==> src/tcu_map.vh <==
// Purpose: Shared constants of the timing/counting units.
// Assumes: Characters arrive as 8-bit ASCII codes.
// Notes:   Included by every design file of the block.
`ifndef TCU_MAP_VH
`define TCU_MAP_VH

// ---------------------------------------------------------------
// Characters
// ---------------------------------------------------------------
`define TCU_CH_LF      8'h0a
`define TCU_CH_0       8'h30
`define TCU_CH_1       8'h31
`define TCU_CH_4       8'h34
`define TCU_CH_9       8'h39
`define TCU_CH_UP_LO   8'h41
`define TCU_CH_UP_HI   8'h5a
`define TCU_CH_HALTALL 8'h41
`define TCU_CH_C       8'h43
`define TCU_CH_D       8'h44
`define TCU_CH_FIREALL 8'h46
`define TCU_CH_G       8'h47
`define TCU_CH_H       8'h48
`define TCU_CH_P       8'h50
`define TCU_CH_U       8'h55
`define TCU_CH_V       8'h56

// ---------------------------------------------------------------
// Unit modes and reset assignment
// ---------------------------------------------------------------
`define TCU_MODE_NONE  2'h0
`define TCU_MODE_OUT   2'h1
`define TCU_MODE_IN    2'h2
`define TCU_RST_UNIT   2'h1
`define TCU_RST_PORT   2'h0

// ---------------------------------------------------------------
// Widths, counts and timing
// ---------------------------------------------------------------
`define TCU_MS_W       27
`define TCU_BCD_W      40
`define TCU_MAX_DIGITS 4'h8
`define TCU_VAL_DIGITS 4'ha
`define TCU_BCD_NINE   4'h9
`define TCU_TMR_LAST   27'h000_0001
`define TCU_MS_NS      1000000
`define TCU_CLK_NS     10
`define TCU_MS_CYCLES  (`TCU_MS_NS / `TCU_CLK_NS)

`endif

==> src/tcu_core.v <==
// Purpose: Instruction parser and state of four timing/counting units.
// Assumes: Host characters, match hits and assignments are synchronous.
// Notes:   Match comparison and unit/port assignment parsing are outside.
`timescale 1ns/1ps
`default_nettype none
`include "tcu_map.vh"

module tcu_core #(
  parameter integer MS_CYCLES = `TCU_MS_CYCLES
) (
  // Clock and reset
  input  wire        clk,
  input  wire        reset,
  // Host instruction characters
  input  wire [7:0]  rx_data,
  input  wire        rx_valid,
  output wire        rx_ready,
  // Host character reads
  input  wire        rd_req,
  output wire [7:0]  rd_data,
  output wire        rd_valid,
  // Unit to port assignment
  input  wire        asg_we,
  input  wire [1:0]  asg_unit,
  input  wire [1:0]  asg_mode,
  input  wire [1:0]  asg_port,
  // Match comparator
  input  wire [3:0]  match_armed,
  input  wire [3:0]  match_hit,
  // External input lines
  input  wire        ext_wired,
  input  wire [3:0]  ext_in_n,
  // Events and errors
  output reg  [3:0]  port_event_ff,
  output reg  [3:0]  active_ff,
  output reg         err_bad_ff,
  output reg         err_mismatch_ff,
  output reg         err_not_now_ff
);

  // ---------------------------------------------------------------
  // Parser states and millisecond divider
  // ---------------------------------------------------------------
  localparam [1:0]  PS_IDLE = 2'h0;
  localparam [1:0]  PS_UNIT = 2'h1;
  localparam [1:0]  PS_CMD  = 2'h2;
  localparam [1:0]  PS_ARG  = 2'h3;
  localparam [16:0] MS_LAST = MS_CYCLES[16:0] - 17'h0_0001;

  reg [16:0]          ms_cnt_ff;
  reg                 ms_tick_ff;
  reg [1:0]           ps_ff;
  reg [1:0]           unit_ff;
  reg [7:0]           cmd_ff;
  reg [`TCU_MS_W-1:0] arg_ff;
  reg [3:0]           ndig_ff;
  reg                 ovf_ff;
  reg [1:0]           mode_ff   [0:3];
  reg [1:0]           port_ff   [0:3];
  reg [`TCU_MS_W-1:0] delay_ff  [0:3];
  reg [`TCU_MS_W-1:0] period_ff [0:3];
  reg [3:0]           delay_en_ff;
  reg [3:0]           period_en_ff;
  reg [3:0]           start_ff;
  reg [3:0]           clr_ff;
  reg                 load_ff;
  reg [3:0]           nxt_port_event;
  reg                 clash;
  integer             i;

  wire [3:0]            fire;
  wire [3:0]            done;
  wire [`TCU_BCD_W-1:0] count [0:3];

  // ---------------------------------------------------------------
  // Character classes
  // ---------------------------------------------------------------
  function fn_in_range;
    input [7:0] ch;
    input [7:0] lo;
    input [7:0] hi;
    begin
      fn_in_range = (ch >= lo) && (ch <= hi);
    end
  endfunction

  function [`TCU_MS_W-1:0] fn_mul10_add;
    input [`TCU_MS_W-1:0] a;
    input [7:0]           ch;
    reg   [7:0]           d;
    begin
      d = ch - `TCU_CH_0;
      fn_mul10_add = (a << 3) + (a << 1) + {19'h0_0000, d};
    end
  endfunction

  wire       take     = rx_valid;
  wire       is_lf    = (rx_data == `TCU_CH_LF);
  wire       is_digit = fn_in_range(rx_data, `TCU_CH_0, `TCU_CH_9);
  wire       is_upper = fn_in_range(rx_data, `TCU_CH_UP_LO, `TCU_CH_UP_HI);
  wire [7:0] unit_off = rx_data - `TCU_CH_1;
  wire       unit_ok  = fn_in_range(rx_data, `TCU_CH_1, `TCU_CH_4);
  // An argument ends at the line feed or at the next instruction letter.
  wire       arg_end  = take && (ps_ff == PS_ARG) && (is_lf || is_upper);
  wire [1:0] eff_ps   = (ps_ff == PS_ARG) ? PS_IDLE : ps_ff;
  wire       u_active = active_ff[unit_ff];
  wire [1:0] u_mode   = mode_ff[unit_ff];

  assign rx_ready = 1'b1;

  // ---------------------------------------------------------------
  // Millisecond tick
  // ---------------------------------------------------------------
  always @(posedge clk) begin
    if (reset) begin
      ms_cnt_ff  <= 17'h0_0000;
      ms_tick_ff <= 1'b0;
    end else if (ms_cnt_ff == MS_LAST) begin
      ms_cnt_ff  <= 17'h0_0000;
      ms_tick_ff <= 1'b1;
    end else begin
      ms_cnt_ff  <= ms_cnt_ff + 17'h0_0001;
      ms_tick_ff <= 1'b0;
    end
  end

  // ---------------------------------------------------------------
  // Event routing and assignment clash check
  // ---------------------------------------------------------------
  always @* begin
    nxt_port_event = 4'h0;
    clash = 1'b0;
    for (i = 0; i < 4; i = i + 1) begin
      if (fire[i] && mode_ff[i] == `TCU_MODE_OUT) begin
        nxt_port_event[port_ff[i]] = 1'b1;
      end
      if (i[1:0] != asg_unit && mode_ff[i] == asg_mode &&
          port_ff[i] == asg_port && asg_mode != `TCU_MODE_NONE) begin
        clash = 1'b1;
      end
    end
  end

  // ---------------------------------------------------------------
  // Instruction parser and unit state
  // ---------------------------------------------------------------
  always @(posedge clk) begin
    if (reset) begin
      ps_ff           <= PS_IDLE;
      unit_ff         <= 2'h0;
      cmd_ff          <= 8'h00;
      arg_ff          <= {`TCU_MS_W{1'b0}};
      ndig_ff         <= 4'h0;
      ovf_ff          <= 1'b0;
      active_ff       <= 4'h0;
      delay_en_ff     <= 4'h0;
      period_en_ff    <= 4'h0;
      start_ff        <= 4'h0;
      clr_ff          <= 4'h0;
      load_ff         <= 1'b0;
      port_event_ff   <= 4'h0;
      err_bad_ff      <= 1'b0;
      err_mismatch_ff <= 1'b0;
      err_not_now_ff  <= 1'b0;
      for (i = 0; i < 4; i = i + 1) begin
        mode_ff[i]   <= `TCU_MODE_NONE;
        port_ff[i]   <= 2'h0;
        delay_ff[i]  <= {`TCU_MS_W{1'b0}};
        period_ff[i] <= {`TCU_MS_W{1'b0}};
      end
      mode_ff[`TCU_RST_UNIT] <= `TCU_MODE_IN;
      port_ff[`TCU_RST_UNIT] <= `TCU_RST_PORT;
    end else begin
      start_ff        <= 4'h0;
      clr_ff          <= 4'h0;
      load_ff         <= 1'b0;
      err_bad_ff      <= 1'b0;
      err_mismatch_ff <= 1'b0;
      err_not_now_ff  <= 1'b0;
      port_event_ff   <= nxt_port_event;
      active_ff       <= active_ff & ~done;

      if (asg_we) begin
        if (active_ff[asg_unit]) begin
          err_not_now_ff <= 1'b1;
        end else if (clash) begin
          err_mismatch_ff <= 1'b1;
        end else begin
          mode_ff[asg_unit] <= asg_mode;
          port_ff[asg_unit] <= asg_port;
        end
      end

      if (arg_end) begin
        if (u_mode != `TCU_MODE_OUT) begin
          err_mismatch_ff <= 1'b1;
        end else if (u_active) begin
          err_not_now_ff <= 1'b1;
        end else if (ovf_ff || (ndig_ff != 4'h0 && arg_ff == 0)) begin
          err_bad_ff <= 1'b1;
        end else if (cmd_ff == `TCU_CH_D) begin
          delay_en_ff[unit_ff] <= (ndig_ff != 4'h0);
          delay_ff[unit_ff]    <= arg_ff;
        end else begin
          period_en_ff[unit_ff] <= (ndig_ff != 4'h0);
          period_ff[unit_ff]    <= arg_ff;
        end
      end

      // Anything not upper case, a digit or a line feed is a comment.
      if (take && is_lf) begin
        if (ps_ff == PS_UNIT || ps_ff == PS_CMD) begin
          err_bad_ff <= 1'b1;
        end
        ps_ff <= PS_IDLE;
      end else if (take && is_upper) begin
        ps_ff <= PS_IDLE;
        case (eff_ps)
          PS_IDLE: begin
            if (rx_data == `TCU_CH_HALTALL) begin
              active_ff <= 4'h0;
            end else if (rx_data == `TCU_CH_FIREALL) begin
              active_ff <= 4'hf;
              start_ff  <= 4'hf;
            end else if (rx_data == `TCU_CH_U) begin
              ps_ff <= PS_UNIT;
            end else begin
              err_bad_ff <= 1'b1;
            end
          end
          PS_CMD: begin
            if (rx_data == `TCU_CH_H || rx_data == `TCU_CH_G) begin
              if (u_mode == `TCU_MODE_NONE) begin
                err_mismatch_ff <= 1'b1;
              end else begin
                active_ff[unit_ff] <= (rx_data == `TCU_CH_G);
                start_ff[unit_ff]  <= (rx_data == `TCU_CH_G);
              end
            end else if (rx_data == `TCU_CH_D || rx_data == `TCU_CH_P) begin
              ps_ff   <= PS_ARG;
              cmd_ff  <= rx_data;
              arg_ff  <= {`TCU_MS_W{1'b0}};
              ndig_ff <= 4'h0;
              ovf_ff  <= 1'b0;
            end else if (rx_data == `TCU_CH_V || rx_data == `TCU_CH_C) begin
              if (u_mode != `TCU_MODE_IN) begin
                err_mismatch_ff <= 1'b1;
              end else if (rx_data == `TCU_CH_V) begin
                load_ff <= 1'b1;
              end else begin
                clr_ff[unit_ff] <= 1'b1;
              end
            end else begin
              err_bad_ff <= 1'b1;
            end
          end
          default: begin
            err_bad_ff <= 1'b1;
          end
        endcase
      end else if (take && is_digit) begin
        if (ps_ff == PS_UNIT) begin
          if (unit_ok) begin
            unit_ff <= unit_off[1:0];
            ps_ff   <= PS_CMD;
          end else begin
            err_bad_ff <= 1'b1;
            ps_ff      <= PS_IDLE;
          end
        end else if (ps_ff == PS_ARG) begin
          if (ndig_ff == `TCU_MAX_DIGITS) begin
            ovf_ff <= 1'b1;
          end else begin
            arg_ff  <= fn_mul10_add(arg_ff, rx_data);
            ndig_ff <= ndig_ff + 4'h1;
          end
        end else if (ps_ff == PS_CMD) begin
          err_bad_ff <= 1'b1;
          ps_ff      <= PS_IDLE;
        end
      end
    end
  end

  // ---------------------------------------------------------------
  // Units and output buffer
  // ---------------------------------------------------------------
  genvar g;
  generate
    for (g = 0; g < 4; g = g + 1) begin : gen_unit
      tcu_unit u_unit (
        .clk         (clk),
        .reset       (reset),
        .ms_tick     (ms_tick_ff),
        .mode        (mode_ff[g]),
        .active      (active_ff[g]),
        .start       (start_ff[g]),
        .clr         (clr_ff[g]),
        .ext_en      (!ext_wired || !ext_in_n[port_ff[g]]),
        .delay_en    (delay_en_ff[g]),
        .delay_val   (delay_ff[g]),
        .period_en   (period_en_ff[g]),
        .period_val  (period_ff[g]),
        .match_armed (match_armed[g]),
        .match_hit   (match_hit[g]),
        .fire_ff     (fire[g]),
        .done_ff     (done[g]),
        .count_ff    (count[g])
      );
    end
  endgenerate

  tcu_txbuf u_txbuf (
    .clk         (clk),
    .reset       (reset),
    .load        (load_ff),
    .load_val    (count[unit_ff]),
    .rd_req      (rd_req),
    .rd_data_ff  (rd_data),
    .rd_valid_ff (rd_valid)
  );

endmodule
`default_nettype wire

==> src/tcu_unit.v <==
// Purpose: One timing/counting unit: interval timer and BCD counter.
// Assumes: ms_tick is a one-cycle pulse once per millisecond.
// Notes:   Halting is owned by the core; done asks it to halt.
`timescale 1ns/1ps
`default_nettype none
`include "tcu_map.vh"

module tcu_unit (
  // Clock and reset
  input  wire                    clk,
  input  wire                    reset,
  // Control from the core
  input  wire                    ms_tick,
  input  wire [1:0]              mode,
  input  wire                    active,
  input  wire                    start,
  input  wire                    clr,
  input  wire                    ext_en,
  // Specifications
  input  wire                    delay_en,
  input  wire [`TCU_MS_W-1:0]    delay_val,
  input  wire                    period_en,
  input  wire [`TCU_MS_W-1:0]    period_val,
  input  wire                    match_armed,
  input  wire                    match_hit,
  // Results
  output reg                     fire_ff,
  output reg                     done_ff,
  output reg  [`TCU_BCD_W-1:0]   count_ff
);

  localparam [1:0] PH_IDLE  = 2'h0;
  localparam [1:0] PH_MATCH = 2'h1;
  localparam [1:0] PH_DELAY = 2'h2;
  localparam [1:0] PH_PER   = 2'h3;

  reg [1:0]           ph_ff;
  reg [`TCU_MS_W-1:0] tmr_ff;

  // Counting in BCD makes the ten-digit readout a plain shift.
  function [`TCU_BCD_W-1:0] fn_bcd_inc;
    input [`TCU_BCD_W-1:0] v;
    integer k;
    reg     c;
    begin
      c = 1'b1;
      fn_bcd_inc = v;
      for (k = 0; k < `TCU_VAL_DIGITS; k = k + 1) begin
        if (c) begin
          if (v[4*k +: 4] == `TCU_BCD_NINE) begin
            fn_bcd_inc[4*k +: 4] = 4'h0;
          end else begin
            fn_bcd_inc[4*k +: 4] = v[4*k +: 4] + 4'h1;
            c = 1'b0;
          end
        end
      end
    end
  endfunction

  wire last = ms_tick && (tmr_ff == `TCU_TMR_LAST);

  always @(posedge clk) begin
    if (reset) begin
      ph_ff    <= PH_IDLE;
      tmr_ff   <= {`TCU_MS_W{1'b0}};
      fire_ff  <= 1'b0;
      done_ff  <= 1'b0;
      count_ff <= {`TCU_BCD_W{1'b0}};
    end else begin
      fire_ff <= 1'b0;
      done_ff <= 1'b0;
      if (clr) begin
        count_ff <= {`TCU_BCD_W{1'b0}};
      end else if (mode == `TCU_MODE_IN && active && ms_tick && ext_en) begin
        count_ff <= fn_bcd_inc(count_ff);
      end
      if (start && mode == `TCU_MODE_OUT) begin
        // A restart drops any interval in progress.
        if (match_armed) begin
          ph_ff <= PH_MATCH;
        end else if (delay_en) begin
          ph_ff  <= PH_DELAY;
          tmr_ff <= delay_val;
        end else if (period_en) begin
          ph_ff  <= PH_PER;
          tmr_ff <= period_val;
        end else begin
          ph_ff <= PH_IDLE;
        end
      end else if (!active || mode != `TCU_MODE_OUT) begin
        ph_ff <= PH_IDLE;
      end else begin
        case (ph_ff)
          PH_MATCH: begin
            if (match_hit) begin
              if (delay_en) begin
                ph_ff  <= PH_DELAY;
                tmr_ff <= delay_val;
              end else begin
                fire_ff <= 1'b1;
                if (period_en) begin
                  ph_ff  <= PH_PER;
                  tmr_ff <= period_val;
                end else begin
                  done_ff <= 1'b1;
                  ph_ff   <= PH_IDLE;
                end
              end
            end
          end
          PH_DELAY: begin
            if (last) begin
              fire_ff <= 1'b1;
              if (period_en) begin
                ph_ff  <= PH_PER;
                tmr_ff <= period_val;
              end else begin
                done_ff <= 1'b1;
                ph_ff   <= PH_IDLE;
              end
            end else if (ms_tick) begin
              tmr_ff <= tmr_ff - `TCU_TMR_LAST;
            end
          end
          PH_PER: begin
            if (last) begin
              fire_ff <= 1'b1;
              tmr_ff  <= period_val;
            end else if (ms_tick) begin
              tmr_ff <= tmr_ff - `TCU_TMR_LAST;
            end
          end
          default: begin
            ph_ff <= PH_IDLE;
          end
        endcase
      end
    end
  end

endmodule
`default_nettype wire

==> src/tcu_txbuf.v <==
// Purpose: Output buffer that hands the host one character per read.
// Assumes: rd_req is a one-cycle pulse per host read.
// Notes:   A new load displaces whatever is still pending.
`timescale 1ns/1ps
`default_nettype none
`include "tcu_map.vh"

module tcu_txbuf (
  // Clock and reset
  input  wire                  clk,
  input  wire                  reset,
  // Load side
  input  wire                  load,
  input  wire [`TCU_BCD_W-1:0] load_val,
  // Host read side
  input  wire                  rd_req,
  output reg  [7:0]            rd_data_ff,
  output reg                   rd_valid_ff
);

  reg [`TCU_BCD_W-1:0] sh_ff;
  reg [3:0]            left_ff;

  always @(posedge clk) begin
    if (reset) begin
      sh_ff       <= {`TCU_BCD_W{1'b0}};
      left_ff     <= 4'h0;
      rd_data_ff  <= 8'h00;
      rd_valid_ff <= 1'b0;
    end else begin
      rd_valid_ff <= rd_req;
      if (rd_req) begin
        if (left_ff != 4'h0) begin
          rd_data_ff <= {4'h3, sh_ff[`TCU_BCD_W-1 -: 4]};
          sh_ff      <= {sh_ff[`TCU_BCD_W-5:0], 4'h0};
          left_ff    <= left_ff - 4'h1;
        end else begin
          // Terminates the number, or answers a read with nothing queued.
          rd_data_ff <= `TCU_CH_LF;
        end
      end
      if (load) begin
        sh_ff   <= load_val;
        left_ff <= `TCU_VAL_DIGITS;
      end
    end
  end

endmodule
`default_nettype wire

==> config.mk <==
export PLATFORM = sky130hd
export DESIGN_NAME = tcu_core
export DESIGN_NICKNAME = d
export VERILOG_FILES = /design/src/tcu_core.v /design/src/tcu_unit.v /design/src/tcu_txbuf.v
export VERILOG_INCLUDE_DIRS = /design/src
export SDC_FILE = /design/constraint.sdc
export NUM_CORES = 2
export LEC_CHECK = 0
export BUFFER_PORTS_ARGS = -buffer_cell sky130_fd_sc_hd__clkbuf_2
export CAP_MARGIN = 20
export CORE_UTILIZATION = 50
export CTS_CLUSTER_SIZE = 14
export DETAILED_ROUTE_END_ITERATION = 8
export PLACE_DENSITY = 0.68
export RECOVER_POWER = 25
export SLEW_MARGIN = 20
export SYNTH_ARGS = -nofsm -noshare
export SYNTH_HDL_FRONTEND = slang
export SYNTH_SLANG_ARGS = --single-unit
==> constraint.sdc <==
create_clock -name clk -period 4.69 [get_ports clk]
set_input_delay 0.2345 -clock clk [delete_from_list [all_inputs] [get_ports clk]]
set_output_delay 0.2345 -clock clk [all_outputs]
set_load 0.005 [all_outputs]
# After elaboration in Yosys (flattened, before gate mapping)
# Memory sizes are Yosys's and may differ from the RTL's. A register that Yosys moved wholly into a read port is not among the register bits.
# Cells that the tools add are included.
# totals
regBits	427
latch_bits	0
mem_bits_rw	232
romBits	0
in_bits	32
output_inout_bits	21
word_cells	955
mem_count	4
# classes
n_addsub	51
multipliers	0
div	0
magnitude_cmp	18
n_eq_ne	128
shift	0
mux	492
n_bitwise	18
reduce_logical	165
# memory_table
name	words	width	read_ports	rd_ports_with_merged_regs	write_ports	line_no	text
delay_ff	4	27	4	0	4	tcu_core.v:60	reg [`TCU_MS_W-1:0] delay_ff [0:3];
period_ff	4	27	4	0	4	tcu_core.v:61	reg [`TCU_MS_W-1:0] period_ff [0:3];
mode_ff	4	2	5	1	4	tcu_core.v:58	reg [1:0] mode_ff [0:3];
port_ff	4	2	4	0	4	tcu_core.v:59	reg [1:0] port_ff [0:3];
# op_table
operator	n
two-way mux 27 bit	46
case mux 27 bit (3 select lines)	4
two-way mux 1 bit	293
two-way mux 4 bit	65
two-way mux 40 bit	5
adder 4 x 1 -> 4 bit, second input constant	41
== test 4 bit, second input constant	41
== test 27 x 1 -> 1 bit, second input constant	4
subtractor 27 x 1 -> 27 bit, second input constant	4
two-way mux 2 bit	47
binary-select mux 40 bit (select 2 bit)	1
== test 8 x 7 -> 1 bit, second input constant	10
AND reduction 2 bit	38
OR reduction 27 bit	2
logical AND 1 bit	50
== test 2 bit, second input constant	15
adder 27 bit	1
adder 27 x 8 -> 27 bit	1
logical NOT 27 bit	1
OR reduction 2 bit	13
inequality test 2 x 1 -> 1 bit, second input constant	12
case mux 2 bit (3 select lines)	4
nonzero test 4 bit	6
AND reduction 5 bit	4
other kinds (46)	164

# Longest topological paths before layout
# An unclocked memory read counts as a cell.
# logic_depth
word_depth	42
depth_mapped	13
mapped_depth_nobuf	12

# By module
# From an unflattened synthesis, not the netlist that was laid out.
# hier_totals
cells_unflattened	4442
area_unflattened_um2	39815.7
# by_module_without_submodules
module	instances	cells_per_inst	area_per_inst_um2	seq_area_each_um2
tcu_core	1	1339	16004.1	8768.4
tcu_unit at gen_unit[0].u_unit	1	735	5564.1	1421.4
tcu_unit at gen_unit[2].u_unit	1	707	5432.7	1421.4
tcu_unit at gen_unit[1].u_unit	1	692	5287.6	1421.4
tcu_unit at gen_unit[3].u_unit	1	697	5196.2	1421.4
tcu_txbuf	1	272	2331.0	1001.0

# Least setup slack after synthesis
# Ideal clock, no wire load.
# synth_timing
path_kind	input -> register
from	input port rx_data[0]
to	memory period_ff[3][0] (netlist bit) (enable)
setup_time_ns	0.449
t_arrival_ns	4.387
slack_ns	-0.146
path_stages	11
n_path_buf	2
path_cell_list	inv_1 > ha_1 > nor4b_1 > o21ai_0 > a21oi_1 > or2_2 > clkbuf_1 > a2111o_1 > or3b_2 > clkbuf_1 > o21ai_0
# synth_lines
item	line_no	text
start, declared	tcu_core.v:15	input wire [7:0] rx_data,
end, declared	tcu_core.v:61	

==> reports/qor.csv <==
metric,value,unit
cp_common_cell,buf_4,
p_int,9.49,mW
pre_cts_ws,0.829,ns
pwr-share-comb,0.023,
cts_max_level,3,
path_buf_inv,5,
grt_usage,0.289,
finalHoldViolations,0,
clkPwrFrac,0.486,
worstPathRequired,4.98,ns
root_buffer,clkbuf_16,
avgSynthCellArea,8.64,µm²
routed-via-count,31900,
fin_crit,4.07,ns
slew_headroom,-1.47,
switchingPower,2.77,mW
fin_crit_sh,0.869,
vias_per_cell,6.13,
synth.most_common_cell,nor2_1,
critPathLaunchType,input port,
cpLargestDelayFamily,buffers and inverters,
cts_buffers,75,
setup_viol,0,
p_leak,13.6,nW
drc,0,
end_kind,flip-flop,
syn2layout_area_growth,9.65,%
routed_wl,109000,µm
fin_tns_setup,0,ns
antenna_found_initial,1,
cts_sinks,658,
yosys_warnings,0,
setup.worst_path.class,input port to flip-flop,
clk-insertion-delay-late,0.64,ns
ir_drop,0.292,mV
p_per_area,306,nW/µm²
status,"finished, violations left",
cts.clk_slew.worst_paths,0.06,ns
synth_edf_count,228,
ys_ff_latch,658,
grt_overflow_total,0,
cp_cell_sequence,"dlygate4sd3_1, buf_6, clkinvlp_2, buf_4, nand2_1, buf_4",
cpPeakStageDelay,1.54,ns
grt_pass1_vias,29600,
grt_pass1_wl,170000,µm
setup_slack,0.617,ns
synth_flop_cell,dfxtp_1,
fmax,245,MHz
ys_types,96,
yosysSeqAreaShare,0.422,
synth_top_area_cell,dfxtp_1,
hp-class,input port to flip-flop,
design.die.area,74200,µm²
dp_hpwl,71700,µm
grt_max_degree,85,
fp.dieW,272,µm
drt_iter0_drc,3330,
seqPwrFrac,0.490,
gp_congestion,0.936,
path_max_fanout,54,
avgRoutedWirePerCell,20.8,µm
io_pins,53,
swShare,0.226,
postSynth.asyncResetShare,0,
dr.pass1.iters,6,
syn_inst,4235,
syn_area,36600,µm²
slew_viol_final,285,
io_buffers,49,
maxCapViolCount,6,
nNetsFinal,4314,
synthTopCellsByArea,"dfxtp_1 24%, edfxtp_1 19%, nor2_1 7.3%",
slowest_stage,clkinvlp_2,
cp.arrival,4.36,ns
start_util,0.508,
fill_cells,6507,
cts_tree,yes,
die_h,272,µm
power,12.3,mW
netlist_top_cells_count,"714 x nor2_1, 430 x dfxtp_1, 399 x nand2_1",
cts_buffer_depth,3,
drive_gt1_frac,0.0783,
core.rowCount,98,
antenna_left,0,
finClkSkew,0.0314,ns
core,72000,µm²
violations,"max-capacitance violations, max-slew violations",
synth_top_cell_area_share,0.235,
rsz0062_at_grt,false,
tightest_slew,3.70,ns
register_area,15500,µm²
multiInputGateArea,19800,µm²
-- sequential cells by signal, summed over array words and instances, names as in the netlist, 4 cells and up, named ones only --
name	cells
gen_unit.u_unit.count_ff	160
mode_ff	8
gen_unit.u_unit.ph_ff	8
delay_ff	108
u_txbuf.sh_ff	40
gen_unit.u_unit.fire_ff	4
period_ff	108
active_ff	4
gen_unit.u_unit.tmr_ff	108
ndig_ff	4
arg_ff	27
port_event_ff	4
port_ff	8
cmd_ff	8
gen_unit.u_unit.done_ff	4
clr_ff	4
u_txbuf.left_ff	4
start_ff	4
ms_cnt_ff	17
delay_en_ff	4
u_txbuf.rd_data_ff	5
period_en_ff	4
-- tightest hold or removal path: stages --
cell,delay [ns]
clkbuf_2,0.20
nand2_1,0.11
mux2i_1,0.06
-- stage by stage --
| step | std cells | util | instance area [µm²] | hold slack [ns] |
|---|---|---|---|---|
| after floorplan | 4236 | - | 36600 | 0.363 |
| after global placement | 5053 | 0.522 | 37600 | 0.444 |
| after detailed placement | 5053 | 0.522 | 37600 | 0.448 |
| after CTS | 5203 | 0.558 | 40200 | 0.0144 |
| after global routing | 5203 | 0.557 | 40100 | 0.0489 |
| final | 5206 | 0.557 | 40100 | 0.0451 |
-- power by group through the flow --
stage	clock network [mW]	registers (mW)	logic, mW
floorplan	0	6.12	0.173
global placement	0	6.14	0.274
detailed placement	0	6.14	0.278
CTS	6.04	6.01	0.285
global route	6.25	6.02	0.306
finish	5.97	6.02	0.284
-- final timing paths --
kind                 start                              end  slack, ns  cells past startpoint
max                  reset                  delay_ff[1][17]       0.62                      6
min            asg_mode[0]                    mode_ff[1][0]       0.05                      3
max reg2reg  port_ff[0][0]  gen_unit[0].u_unit.count_ff[39]       0.71                      9
min reg2reg   ms_cnt_ff[0]                     ms_cnt_ff[0]       0.47                      1
-- cell type report --
cell class | instances | area share
Antenna cell | 3 | 0.000187
Clock buffer | 93 | 0.0500
Clock inverter | 47 | 0.0114
Inverter | 76 | 0.00714
Multi-Input combinational cell | 3248 | 0.495
Sequential cell | 658 | 0.386
Tap cell | 950 | 0.0296
Timing Repair Buffer | 131 | 0.0212
-- logic make-up (layout without fill, tap and decap cells) --
| group | count (synthesis) | after routing | share of synthesized area |
|---|---|---|---|
| compound gates | 988 | 988 | 0.164 |
| buf+inv | 330 | 347 | 0.0358 |
| simple gates | 1801 | 1801 | 0.235 |
| fa+ha+maj | 92 | 92 | 0.0327 |
| mux | 182 | 182 | 0.0666 |
| flops | 658 | 658 | 0.422 |
| xor+xnor | 182 | 182 | 0.0436 |
| other cells | 2 | 6 | 0.000205 |
-- layer usage --
| metal | track usage | share of wire | vias to the layer above |
|---|---|---|---|
| met5 | 0 | 0 | - |
| met4 | 0.0971 | 0.032 | 0 |
| met3 | 0.0495 | 0.086 | 223 |
| met2 | 0.458 | 0.45 | 1324 |
| met1 | 0.398 | 0.43 | 15200 |
| li1 | - | - | 15100 |
-- layout by cell type (no fill, tap or decap), drive strengths merged, types with 29 or more instances in the layout --
| cell | synthesis | routed |
|---|---|---|
| ha | 86 | 86 |
| nor3 | 110 | 110 |
| inv | 76 | 83 |
| or3 | 37 | 37 |
| mux4 | 48 | 48 |
| buf | 51 | 65 |
| mux2i | 123 | 123 |
| a22oi | 52 | 52 |
| clkbuf | 203 | 149 |
| o221ai | 32 | 32 |
| nand3 | 89 | 89 |
| edfxtp | 228 | 228 |
| nor3b | 54 | 54 |
| nand2 | 400 | 400 |
| dfxtp | 430 | 430 |
| a211oi | 34 | 34 |
| nor2 | 717 | 717 |
| nand4 | 40 | 40 |
| a221oi | 29 | 29 |
| nor2b | 95 | 95 |
| nand2b | 46 | 46 |
| o21ai | 267 | 267 |
| xor2 | 98 | 98 |
| a21oi | 378 | 378 |
| nor4 | 52 | 52 |
| xnor2 | 84 | 84 |
| o22ai | 38 | 38 |
-- repair_timing --
| item | 4_1_cts | 5_1_grt |
|---|---|---|
| setup buffers | 0 | 0 |
| resized for setup | 0 | 0 |
| hold buffers | 10 | 0 |
| hold endpoints to repair | 21 | 0 |
(Power assumes the default switching activity.)
